### config.mk
export PLATFORM = sky130hd
export DESIGN_NAME = cnec_node_ctrl
export DESIGN_NICKNAME = d
export VERILOG_FILES = /design/src/verilog/cnec_pkg.sv /design/src/verilog/cnec_node_ctrl.sv
export VERILOG_INCLUDE_DIRS = /design/src /design/src/verilog
export SDC_FILE = /design/constraint.sdc
export NUM_CORES = 1
export LEC_CHECK = 0
export ABC_AREA = 1
export BUFFER_PORTS_ARGS = -buffer_cell sky130_fd_sc_hd__buf_4
export CORE_AREA = 2 2 121 123
export CTS_CLUSTER_SIZE = 40
export DETAILED_ROUTE_END_ITERATION = 7
export DIE_AREA = 0 0 123 125
export MAX_ROUTING_LAYER = met4
export PLACE_DENSITY = 0.57
export SYNTH_ARGS = -nofsm -noshare
export SYNTH_HDL_FRONTEND = slang
export SYNTH_SLANG_ARGS = --single-unit
### constraint.sdc
create_clock -name clk_in -period 7.15 [get_ports clk_in]
set_input_delay 0.3575 -clock clk_in [delete_from_list [all_inputs] [get_ports clk_in]]
set_output_delay 0.3575 -clock clk_in [all_outputs]
set_load 0.02 [all_outputs]
### src/verilog/cnec_consts.svh
`ifndef CNEC_CONSTS_SVH
`define CNEC_CONSTS_SVH
`define CNEC_WARN_DEF 8'h60
`define CNEC_CNT_ONE_TEC 9'h001
`define CNEC_CNT_ONE_REC 8'h01
`define CNEC_TEC_ERR_INC 9'h008
`define CNEC_TEC_BUS_OFF_FLAG_LIM 9'h0ff
`define CNEC_REC_MAX 8'hff
`define CNEC_RECOV_IDLES 8'h80
`define CNEC_BIT_LAST 3'h7
`define CNEC_BUF_FULL 2'h2
`define CNEC_RECESSIVE 1'b1
`define CNEC_DOMINANT 1'b0
`endif

### src/verilog/cnec_pkg.sv
package cnec_pkg;
	typedef enum logic [2:0] {
		cnec_st_idle = 3'b001,
		cnec_st_sel = 3'b010,
		cnec_st_frame = 3'b100
	} cnec_tx_state_t;
endpackage : cnec_pkg

### src/verilog/cnec_node_ctrl.sv
// Notes on behaviour
// - time stamp counts actual bit times, including resynchronization effects
// - error counter reaching warning level (default 0x60) sets warning and irq
// - tec above 255: bus-off, both counters to 1, offline set, irq
// - recovery starts alone; receive count rises once per idle time
// - receive count 0x60 in recovery shows warning with bus-off, irq
// - after 128 idle times clear warning and bus-off, alert, stay offline
// - node disable set: wait for bus idle, then set suspend acknowledge
// - suspend acknowledge is status only, no other effect
// - receive pin passes two flip-flops before the protocol samples it
// - single trial: clear transmit request at selection, never retransmit
// - single trial: error before start of frame drops the message
// - suspend enabled and requested: go offline once idle or bus-off
`include "cnec_consts.svh"
`timescale 1ns/10ps
`default_nettype none
module cnec_node_ctrl
	import cnec_pkg::*;
(
	input wire logic clk_in,
	input wire logic reset_n_in,
	input wire logic rx_pin_in,
	input wire logic bit_tick_in,
	input wire logic bus_idle_in,
	input wire logic idle_seen_in,
	input wire logic tx_err_in,
	input wire logic tx_ok_in,
	input wire logic rx_err_in,
	input wire logic rx_ok_in,
	input wire logic frame_err_in,
	input wire logic warn_level_wr_in,
	input wire logic [7:0] warn_level_in,
	input wire logic offline_set_in,
	input wire logic offline_clr_in,
	input wire logic node_disable_bit_in,
	input wire logic suspend_sensitivity_enable_in,
	input wire logic suspend_req_in,
	input wire logic single_transmit_trial_in,
	input wire logic transmit_request_bit_set_in,
	input wire logic wr_valid_in,
	input wire logic [7:0] wr_data_in,
	output logic wr_ready_out,
	output logic tx_out,
	output logic rx_sampled_out,
	output logic [15:0] timestamp_out,
	output logic [8:0] tec_out,
	output logic [7:0] rec_out,
	output logic error_warning_flag_out,
	output logic bus_off_flag_out,
	output logic node_offline_out,
	output logic suspend_acknowledge_out,
	output logic transmit_request_bit_out,
	output logic warn_irq_out,
	output logic bus_off_flag_irq_out,
	output logic alert_irq_out
);
	logic [1:0] rx_sync_r;
	logic [15:0] ts_r, ts_nxt;
	logic [8:0] tec_r, tec_nxt;
	logic [7:0] rec_r, rec_nxt, lvl_r, lvl_nxt, idle_cnt_r, idle_cnt_nxt;
	logic error_warning_flag_r, error_warning_flag_nxt, bus_off_flag_r, bus_off_flag_nxt, off_r, off_nxt;
	logic sack_r, sack_nxt, wirq_r, wirq_nxt, birq_r, birq_nxt;
	logic airq_r, airq_nxt, error_warning_flag_new, susp_go;
	cnec_tx_state_t st_r, st_nxt;
	logic transmit_request_bit_r, transmit_request_bit_nxt, tx_r, tx_nxt, have_r, have_nxt;
	logic [7:0] sh_r, sh_nxt;
	logic [2:0] bits_r, bits_nxt;
	logic [7:0] buf_r [0:1];
	logic [1:0] cnt_r, cnt_nxt;
	logic wp_r, wp_nxt, rp_r, rp_nxt, push, pop;
	always_ff @(posedge clk_in or negedge reset_n_in) begin
		if (!reset_n_in) begin
			rx_sync_r <= {2{`CNEC_RECESSIVE}};
		end else begin
			rx_sync_r <= {rx_sync_r[0], rx_pin_in};
		end
	end
	assign susp_go = suspend_sensitivity_enable_in && suspend_req_in &&
		(bus_idle_in || bus_off_flag_r);
	always_comb begin
		ts_nxt = ts_r;
		tec_nxt = tec_r;
		rec_nxt = rec_r;
		lvl_nxt = lvl_r;
		idle_cnt_nxt = idle_cnt_r;
		error_warning_flag_nxt = error_warning_flag_r;
		bus_off_flag_nxt = bus_off_flag_r;
		off_nxt = off_r;
		wirq_nxt = 1'b0;
		birq_nxt = 1'b0;
		airq_nxt = 1'b0;
		error_warning_flag_new = 1'b0;
		// one step per actual bit time
		if (bit_tick_in) begin
			ts_nxt = ts_r + 16'h0001;
		end
		if (warn_level_wr_in) begin
			lvl_nxt = warn_level_in;
		end
		if (!bus_off_flag_r) begin
			if (tx_err_in) begin
				tec_nxt = tec_r + `CNEC_TEC_ERR_INC;
			end else if (tx_ok_in && tec_r != 9'h000) begin
				tec_nxt = tec_r - `CNEC_CNT_ONE_TEC;
			end
			if (rx_err_in && rec_r != `CNEC_REC_MAX) begin
				rec_nxt = rec_r + `CNEC_CNT_ONE_REC;
			end else if (rx_ok_in && rec_r != 8'h00) begin
				rec_nxt = rec_r - `CNEC_CNT_ONE_REC;
			end
			if (tec_nxt > `CNEC_TEC_BUS_OFF_FLAG_LIM) begin
				tec_nxt = `CNEC_CNT_ONE_TEC;
				rec_nxt = `CNEC_CNT_ONE_REC;
				bus_off_flag_nxt = 1'b1;
				error_warning_flag_nxt = 1'b0;
				birq_nxt = 1'b1;
				idle_cnt_nxt = 8'h00;
			end else begin
				error_warning_flag_new = ({1'b0, lvl_r} <= tec_nxt) || (lvl_r <= rec_nxt);
				error_warning_flag_nxt = error_warning_flag_new;
				wirq_nxt = error_warning_flag_new && !error_warning_flag_r;
			end
		end else if (idle_seen_in) begin
			// recovery needs no software, one step per idle
			rec_nxt = rec_r + `CNEC_CNT_ONE_REC;
			idle_cnt_nxt = idle_cnt_r + 8'h01;
			// pre-warning: end of recovery is near
			if (rec_nxt == `CNEC_WARN_DEF) begin
				error_warning_flag_nxt = 1'b1;
				wirq_nxt = 1'b1;
			end
			// recovery done; offline stays for software
			if (idle_cnt_nxt == `CNEC_RECOV_IDLES) begin
				error_warning_flag_nxt = 1'b0;
				bus_off_flag_nxt = 1'b0;
				tec_nxt = 9'h000;
				rec_nxt = 8'h00;
				airq_nxt = 1'b1;
			end
		end
		// hardware forcing wins over a software clear
		if (offline_clr_in) begin
			off_nxt = 1'b0;
		end
		// go offline at once; a running frame still finishes
		if (offline_set_in || birq_nxt || susp_go) begin
			off_nxt = 1'b1;
		end
	end
	// acknowledge once the bus has gone idle, or at once on a suspend request in bus-off
	always_comb begin
		sack_nxt = 1'b0;
		if (node_disable_bit_in || susp_go) begin
			sack_nxt = sack_r || bus_idle_in || susp_go;
		end else if (suspend_sensitivity_enable_in && suspend_req_in) begin
			sack_nxt = sack_r;
		end
	end
	always_ff @(posedge clk_in or negedge reset_n_in) begin
		if (!reset_n_in) begin
			ts_r <= 16'h0000;
			tec_r <= 9'h000;
			rec_r <= 8'h00;
			lvl_r <= `CNEC_WARN_DEF;
			idle_cnt_r <= 8'h00;
			error_warning_flag_r <= 1'b0;
			bus_off_flag_r <= 1'b0;
			off_r <= 1'b1;
			sack_r <= 1'b0;
			wirq_r <= 1'b0;
			birq_r <= 1'b0;
			airq_r <= 1'b0;
		end else begin
			ts_r <= ts_nxt;
			tec_r <= tec_nxt;
			rec_r <= rec_nxt;
			lvl_r <= lvl_nxt;
			idle_cnt_r <= idle_cnt_nxt;
			error_warning_flag_r <= error_warning_flag_nxt;
			bus_off_flag_r <= bus_off_flag_nxt;
			off_r <= off_nxt;
			sack_r <= sack_nxt;
			wirq_r <= wirq_nxt;
			birq_r <= birq_nxt;
			airq_r <= airq_nxt;
		end
	end
	// two-entry word buffer; a full buffer stalls the writer
	assign wr_ready_out = (cnt_r != `CNEC_BUF_FULL);
	assign push = wr_valid_in && wr_ready_out;
	assign pop = (st_r == cnec_st_frame) && !have_r && (cnt_r != 2'h0);
	always_comb begin
		st_nxt = st_r;
		transmit_request_bit_nxt = transmit_request_bit_r;
		tx_nxt = tx_r;
		sh_nxt = sh_r;
		bits_nxt = bits_r;
		have_nxt = have_r;
		wp_nxt = wp_r ^ push;
		rp_nxt = rp_r ^ pop;
		cnt_nxt = cnt_r + {1'b0, push} - {1'b0, pop};
		unique case (st_r)
			cnec_st_idle: begin
				tx_nxt = `CNEC_RECESSIVE;
				if (transmit_request_bit_r && !off_r && bus_idle_in) begin
					st_nxt = cnec_st_sel;
					// single trial drops the request at selection
					if (single_transmit_trial_in) begin
						transmit_request_bit_nxt = 1'b0;
					end
				end
			end
			cnec_st_sel: begin
				// error before start of frame: request stays as is
				if (frame_err_in || off_r) begin
					st_nxt = cnec_st_idle;
				end else if (bit_tick_in) begin
					tx_nxt = `CNEC_DOMINANT;
					st_nxt = cnec_st_frame;
				end
			end
			cnec_st_frame: begin
				if (frame_err_in) begin
					// without single trial the request stays and retries
					tx_nxt = `CNEC_RECESSIVE;
					have_nxt = 1'b0;
					st_nxt = cnec_st_idle;
				end else if (pop) begin
					sh_nxt = buf_r[rp_r];
					bits_nxt = 3'h0;
					have_nxt = 1'b1;
				end else if (bit_tick_in && have_r) begin
					tx_nxt = sh_r[7];
					sh_nxt = {sh_r[6:0], 1'b0};
					bits_nxt = bits_r + 3'h1;
					have_nxt = (bits_r != `CNEC_BIT_LAST);
				end else if (bit_tick_in) begin
					tx_nxt = `CNEC_RECESSIVE;
					transmit_request_bit_nxt = 1'b0;
					st_nxt = cnec_st_idle;
				end
			end
		endcase
		// a software set beats a same-cycle hardware clear
		if (transmit_request_bit_set_in) begin
			transmit_request_bit_nxt = 1'b1;
		end
	end
	always_ff @(posedge clk_in or negedge reset_n_in) begin
		if (!reset_n_in) begin
			st_r <= cnec_st_idle;
			transmit_request_bit_r <= 1'b0;
			tx_r <= `CNEC_RECESSIVE;
			sh_r <= 8'h00;
			bits_r <= 3'h0;
			have_r <= 1'b0;
			cnt_r <= 2'h0;
			wp_r <= 1'b0;
			rp_r <= 1'b0;
			buf_r[0] <= 8'h00;
			buf_r[1] <= 8'h00;
		end else begin
			st_r <= st_nxt;
			transmit_request_bit_r <= transmit_request_bit_nxt;
			tx_r <= tx_nxt;
			sh_r <= sh_nxt;
			bits_r <= bits_nxt;
			have_r <= have_nxt;
			cnt_r <= cnt_nxt;
			wp_r <= wp_nxt;
			rp_r <= rp_nxt;
			if (push) begin
				buf_r[wp_r] <= wr_data_in;
			end
		end
	end
	assign tx_out = tx_r;
	assign rx_sampled_out = rx_sync_r[1];
	assign timestamp_out = ts_r;
	assign tec_out = tec_r;
	assign rec_out = rec_r;
	assign error_warning_flag_out = error_warning_flag_r;
	assign bus_off_flag_out = bus_off_flag_r;
	assign node_offline_out = off_r;
	// status only; nothing inside reads it
	assign suspend_acknowledge_out = sack_r;
	assign transmit_request_bit_out = transmit_request_bit_r;
	assign warn_irq_out = wirq_r;
	assign bus_off_flag_irq_out = birq_r;
	assign alert_irq_out = airq_r;
endmodule : cnec_node_ctrl
`default_nettype wire

# [Word level (Yosys, flattened, before mapping)]
# Cells that the tools add are included.
# W data, S select, Z words.
[totals] reg_bits=95 latchBits=0 ram_bits=0 rom_bits=0 out_inout_bits=44 mem_count=0
[op_classes] add_sub_neg=9 multipliers=0 n_div=0 n_lt_le_gt_ge=6 eq_ne=26 n_shift=0 mux=73 bitwise_logic=5 reduce_logical=40
[op_table] operator="$mux W8" n=16
[op_table] operator="$mux W9" n=7
[op_table] operator="$mux W1" n=36
[op_table] operator="$ne A3 B3 Y1 const B" n=11
[op_table] operator="$mux W3" n=9
[op_table] operator="$add A16 B1 Y16 const B" n=1
[op_table] operator="$add A8 B1 Y8 const B" n=2
[op_table] operator="$bwmux W16" n=1
[op_table] operator="$logic_and A1 B1 Y1" n=13
[op_table] operator="$ne A2 B2 Y1 const B" n=5
[op_table] operator="$add A9 B4 Y9 const B" n=1
[op_table] operator="$gt A9 B8 Y1 const B" n=1
[op_table] operator="$le A8 B9 Y1" n=1
[op_table] operator="$pmux W3 S3" n=1
[op_table] operator="$reduce_bool A9 Y1" n=1
[op_table] operator="$sub A9 B1 Y9 const B" n=1
[op_table] operator="$demux W8 S1" n=1
[op_table] operator="$eq A8 B7 Y1 const B" n=1
[op_table] operator="$eq A8 B8 Y1 const B" n=1
[op_table] operator="$le A8 B8 Y1" n=1
[op_table] operator="$logic_or A1 B1 Y1" n=8
[op_table] operator="$ne A8 B8 Y1 const B" n=1
[op_table] operator="$reduce_and A2 Y1" n=4
[op_table] operator="$reduce_bool A2 Y1" n=4
[op_table] operator="24 further kinds" n=31

# [Longest topological paths before layout]
[logic_depth] depth_word=11 depth_mapped=24 ltp_nobuf=24

# [Worst setup path before layout]
# OpenSTA, ideal clock, no wires.
[synth_timing] path_type="flip-flop to flip-flop" start="register rec_r[0], in the netlist rec_out[0]" end="register error_warning_flag_r, in the netlist error_warning_flag_out" arrival_time_ns=2.393 path_slack_ns=4.644 stages_incl_launch_ff=22 path_buffers=0 cell_sequence="dfrtp_1 inv_2 ha_1 inv_1 nor3_1 nand2_1 nand2_2 inv_2 nand2_1 nand3_1 nand2_1 inv_1 ha_1 nand2_1 o21ai_0 nor2_1 a21oi_1 nand2_1 nand2_1 nand2_1 nand2_1 inv_1"
[synth_between] elab_chain_cells=9 elab_cells_between_ends=16 classes_between="add/sub: 2; order compare: 1; eq/ne: 3; mux: 5; reduce/logical: 5"
[synth_lines] element="start: declaration" line_no="cnec_node_ctrl.sv:60" text="logic [7:0] rec_r, rec_nxt, lvl_r, lvl_nxt, idle_cnt_r, idle_cnt_nxt;"
[synth_lines] element="start signal: assignment" line_no="cnec_node_ctrl.sv:176" text="rec_r <= rec_nxt;"
[synth_lines] element="parallel branches: the longest is 9 deep, another holds $sub A8 B1 Y8"
[synth_lines] element="end signal: assignment" line_no="cnec_node_ctrl.sv:179" text="error_warning_flag_r <= error_warning_flag_nxt;"
[synth_lines] element="end: declaration" line_no="cnec_node_ctrl.sv:61" text="logic error_warning_flag_r, error_warning_flag_nxt, bus_off_flag_r, bus_off_flag_nxt, off_r, off_nxt;"
# Parallel ways; which one is timed is not known. The select of a mux whose other input is x is not followed.
# A chain may end at the register's enable or synchronous reset.

# [Worst setup path after layout]
[layout_timing] start="register rec_r[0], in the netlist rec_out[0]" end="register wirq_r, in the netlist warn_irq_out"
[layout_between] elab_chain_cells=10 elab_cells_between_ends=17 classes_between="add/sub: 2; order compare: 1; eq/ne: 2; mux: 7; reduce/logical: 5"
[layout_lines] element="parallel branches: the longest is 9 deep, another holds $sub A8 B1 Y8"
[layout_lines] element="$mux W1 (*)" line_no="cnec_node_ctrl.sv:100" text="if (!bus_off_flag_r) begin"
[layout_lines] element="net wirq_nxt" line_no="cnec_node_ctrl.sv:62" text="logic sack_r, sack_nxt, wirq_r, wirq_nxt, birq_r, birq_nxt;"
[layout_lines] element="end signal: assignment" line_no="cnec_node_ctrl.sv:183" text="wirq_r <= wirq_nxt;"
[layout_lines] element="end: declaration" line_no="cnec_node_ctrl.sv:62"
# Mark *: on every way through the listed nets, which the timed path passes. The select of a mux whose other input is x is not followed.

==> results.cfg <==
[outcome]
status = completed

[pwr]
powerDensity_nw_per_um2 = 396.0
irDropWorstVdd_mv = 0.1864
p_leak_nw = 3.612
totalPowerFinal_mw = 2.718

[cts]
post_cts_resized = 0
cts.path.max_buffers = 2
ctsHtreeMaxLevel = 3
post-cts-setup-buffer-count = 0
ctsRootBufferMaster = clkbuf_16
cts_tree = done
cts_buffers = 9
clk_latency_ns = 0.35
cts_hold_buf = 1
clk_pin_slew_ns = 0.07
cts.sinks = 95

[logic_synthesis]
netlist-cell-type-count = 42
synth_seq_area_share_pct = 41.25
syn_area_sq_um = 5784
yosys_register_bits = 95
synthArstFlopShare_pct = 100.0
synth_cells = 743
synth-edff-count = 0
syn_nets = 813
yosys_warnings = 0
ys.flop_type = dfrtp_1
syn_avg_cell_area_sq_um = 7.785

[job]
cap_violations = 0

[min_path]
whs_endpoint = rx_sync_r[0]
hp-class = primary input to register
hold_path_depth = 1
min_from = rx_pin_in

[drt]
antenna_left = 0
drc_errors = 0
drtPass1Iterations = 5
viasPerCell = 4.940
drtIter0Drc = 312
routed_wl_microns = 13590
vias = 4989
wl_per_cell_microns = 13.46

[worst_setup_path]
cp-start-kind = register
r2r_cells = 20
critical_path.endpoint_type = register
critical_path_class = register to register
worstReg2RegEnd = warn_irq_out
cp.required_ns = 7.42
worstSetupStartpoint = rec_out[0]
worstPathArrival_ns = 2.99
ff2ff_setup_slack_ns = 4.43
cp_max_fo = 10
r2r-start = rec_out[0]

[timing]
slew_headroom_pct = 41.95
setup_viol = 0
fin_worst_skew_ns = 0.006744
period_needed_ns = 2.725
fmax_mhz = 367.0
finalHoldViolCount = 0
slew_viol_final = 0
rsz0062_at_grt = no
tightestPinTransition_ns = 0.8707
layout_setup_ws_ns = 4.425
setup_tns_ns = 0
period_share_pct = 38.11

[floorplanning]
core_area_sq_um = 14200
start_util_pct = 40.72
die_w_microns = 123
dieArea_sq_um = 15380
io-pin-count = 80
die_h_microns = 125
fp-row-count = 44

[placed_design]
place_inst = 993
portBuffers = 79
dpl.hpwl_microns = 10320
pre_cts_slack_ns = 4.405
postPlaceCellArea_sq_um = 6521
place_congestion = 0.9142

[finish]
syn2layout_area_growth_pct = 18.69
nets = 891
mostFrequentLayoutCells = nand2_1, inv_1, dfrtp_1, buf_4, nor2_1
fin_cells = 1010
antenna_cells = 0
final_common_cell = nand2_1
drive_above_1_share_pct = 17.43
fin_area_sq_um = 6865

[grt]
grt_pass1_vias = 4919
grt_use_total_pct = 19.41
grt_overflow_total = 0
antenna_found_initial = 0
grt_pass1_wl_microns = 23490
grt_max_degree = 70
[cells in the mapped netlist, types with 2 or more instances]
cell type / number / area (sq um)
nand2_1: 213 / 799.5
inv_1: 108 / 405.4
dfrtp_1: 88 / 2202
nor2_1: 54 / 202.7
nand3_1: 53 / 265.3
o21ai_0: 53 / 265.3
ha_1: 34 / 425.4
xor2_1: 17 / 148.9
mux2_2: 15 / 168.9
a21oi_1: 13 / 65.06
nand4_1: 11 / 68.82
xnor2_1: 8 / 70.07
clkbuf_1: 7 / 26.28
dfstp_2: 7 / 183.9
o211ai_1: 7 / 52.55
nand2_2: 6 / 37.54
o22ai_1: 6 / 37.54
nor3_1: 5 / 25.02
inv_2: 4 / 15.01
o21ai_1: 3 / 15.01
a31oi_1: 2 / 12.51
buf_2: 2 / 10.01
buf_4: 2 / 15.01
buf_6: 2 / 22.52
nor2_2: 2 / 12.51
nor2_4: 2 / 22.52
nor3_2: 2 / 20.02
nor4_1: 2 / 12.51
o211ai_2: 2 / 25.02
[cell families after synthesis]
kind of cell / count (synthesis) / synth area share (%)
simple gates: 358 / 27.06
flops: 95 / 41.25
compound gates: 89 / 8.587
fa+ha+maj: 34 / 7.355
buf+inv: 127 / 9.042
xor+xnor: 25 / 3.785
mux: 15 / 2.920
[metrics by stage]
step           utilization, %  hold WS [ns]
4_1_cts                 48.34        0.1014
3_5_place_dp            45.91        0.3045
5_1_grt                 48.34       0.09555
3_3_place_gp            45.91        0.3062
6_report                48.34        0.1156
2_1_floorplan               -       0.06191
[report_power, final]
| group | leakage [nW] | internal, mW | switching [mW] |
|---|---|---|---|
| clock network | 0.164 | 0.315 | 0.226 |
| logic | 2.29 | 0.474 | 0.757 |
| registers | 1.15 | 0.729 | 0.217 |
| total | 3.61 | 1.52 | 1.20 |
[state kept, by name, indices dropped and copies added (netlist names), 2 cells and up]
register / cells
lvl_r: 8
rec_out: 8
sh_r: 8
tec_out: 9
timestamp_out: 16
bits_r: 3
idle_cnt_r: 8
cnt_r: 2
st_r: 3
rx_sync_r: 2
buf_r: 16
[critical path, cell delays in order (launching register included)]
cell and delay (ns):
dfrtp_1 0.46, inv_2 0.19, ha_1 0.17, inv_1 0.04, nor3_1 0.12, nand2_1 0.12
nand2_2 0.16, inv_2 0.08, nand2_1 0.06, nand3_1 0.06, o21ai_0 0.13, inv_1 0.08
ha_1 0.27, nand2_1 0.04, nor2_1 0.13, nand4_1 0.09, o21ai_0 0.08, a21oi_1 0.05
nand2_1 0.06, nand2_1 0.06, o21bai_1 0.16
[cell type report]
class,instances,area [sq um]
fillers,1437,7338
inverters,113,429.2
clock inverters,7,108.9
flip-flops and latches,95,2386
clock buffers,9,225.2
multi-input cells,521,2875
repair buffers,81,610.6
well taps,184,230.2
[metal layers]
metal	share of wire, %	routed length, microns	up-vias	global-route usage (%)
met3	4.0	538	14	3.878
met1	48	6579	2343	26.61
met2	46	6292	96	29.38
li1	-	-	2536	-
met4	1.3	182	0	5.080
met5	0	0	-	-
[how the worst max path moves through the flow]
stage / slack (ns) / cells after the start / end
floorplan: 4.64 / 21 / error_warning_flag_out
global placement: 4.49 / 20 / warn_irq_out
detailed placement: 4.41 / 20 / warn_irq_out
CTS: 4.39 / 20 / warn_irq_out
global route: 4.08 / 20 / warn_irq_out
finish: 4.43 / 20 / warn_irq_out
Power figures use the tool's default switching activity.
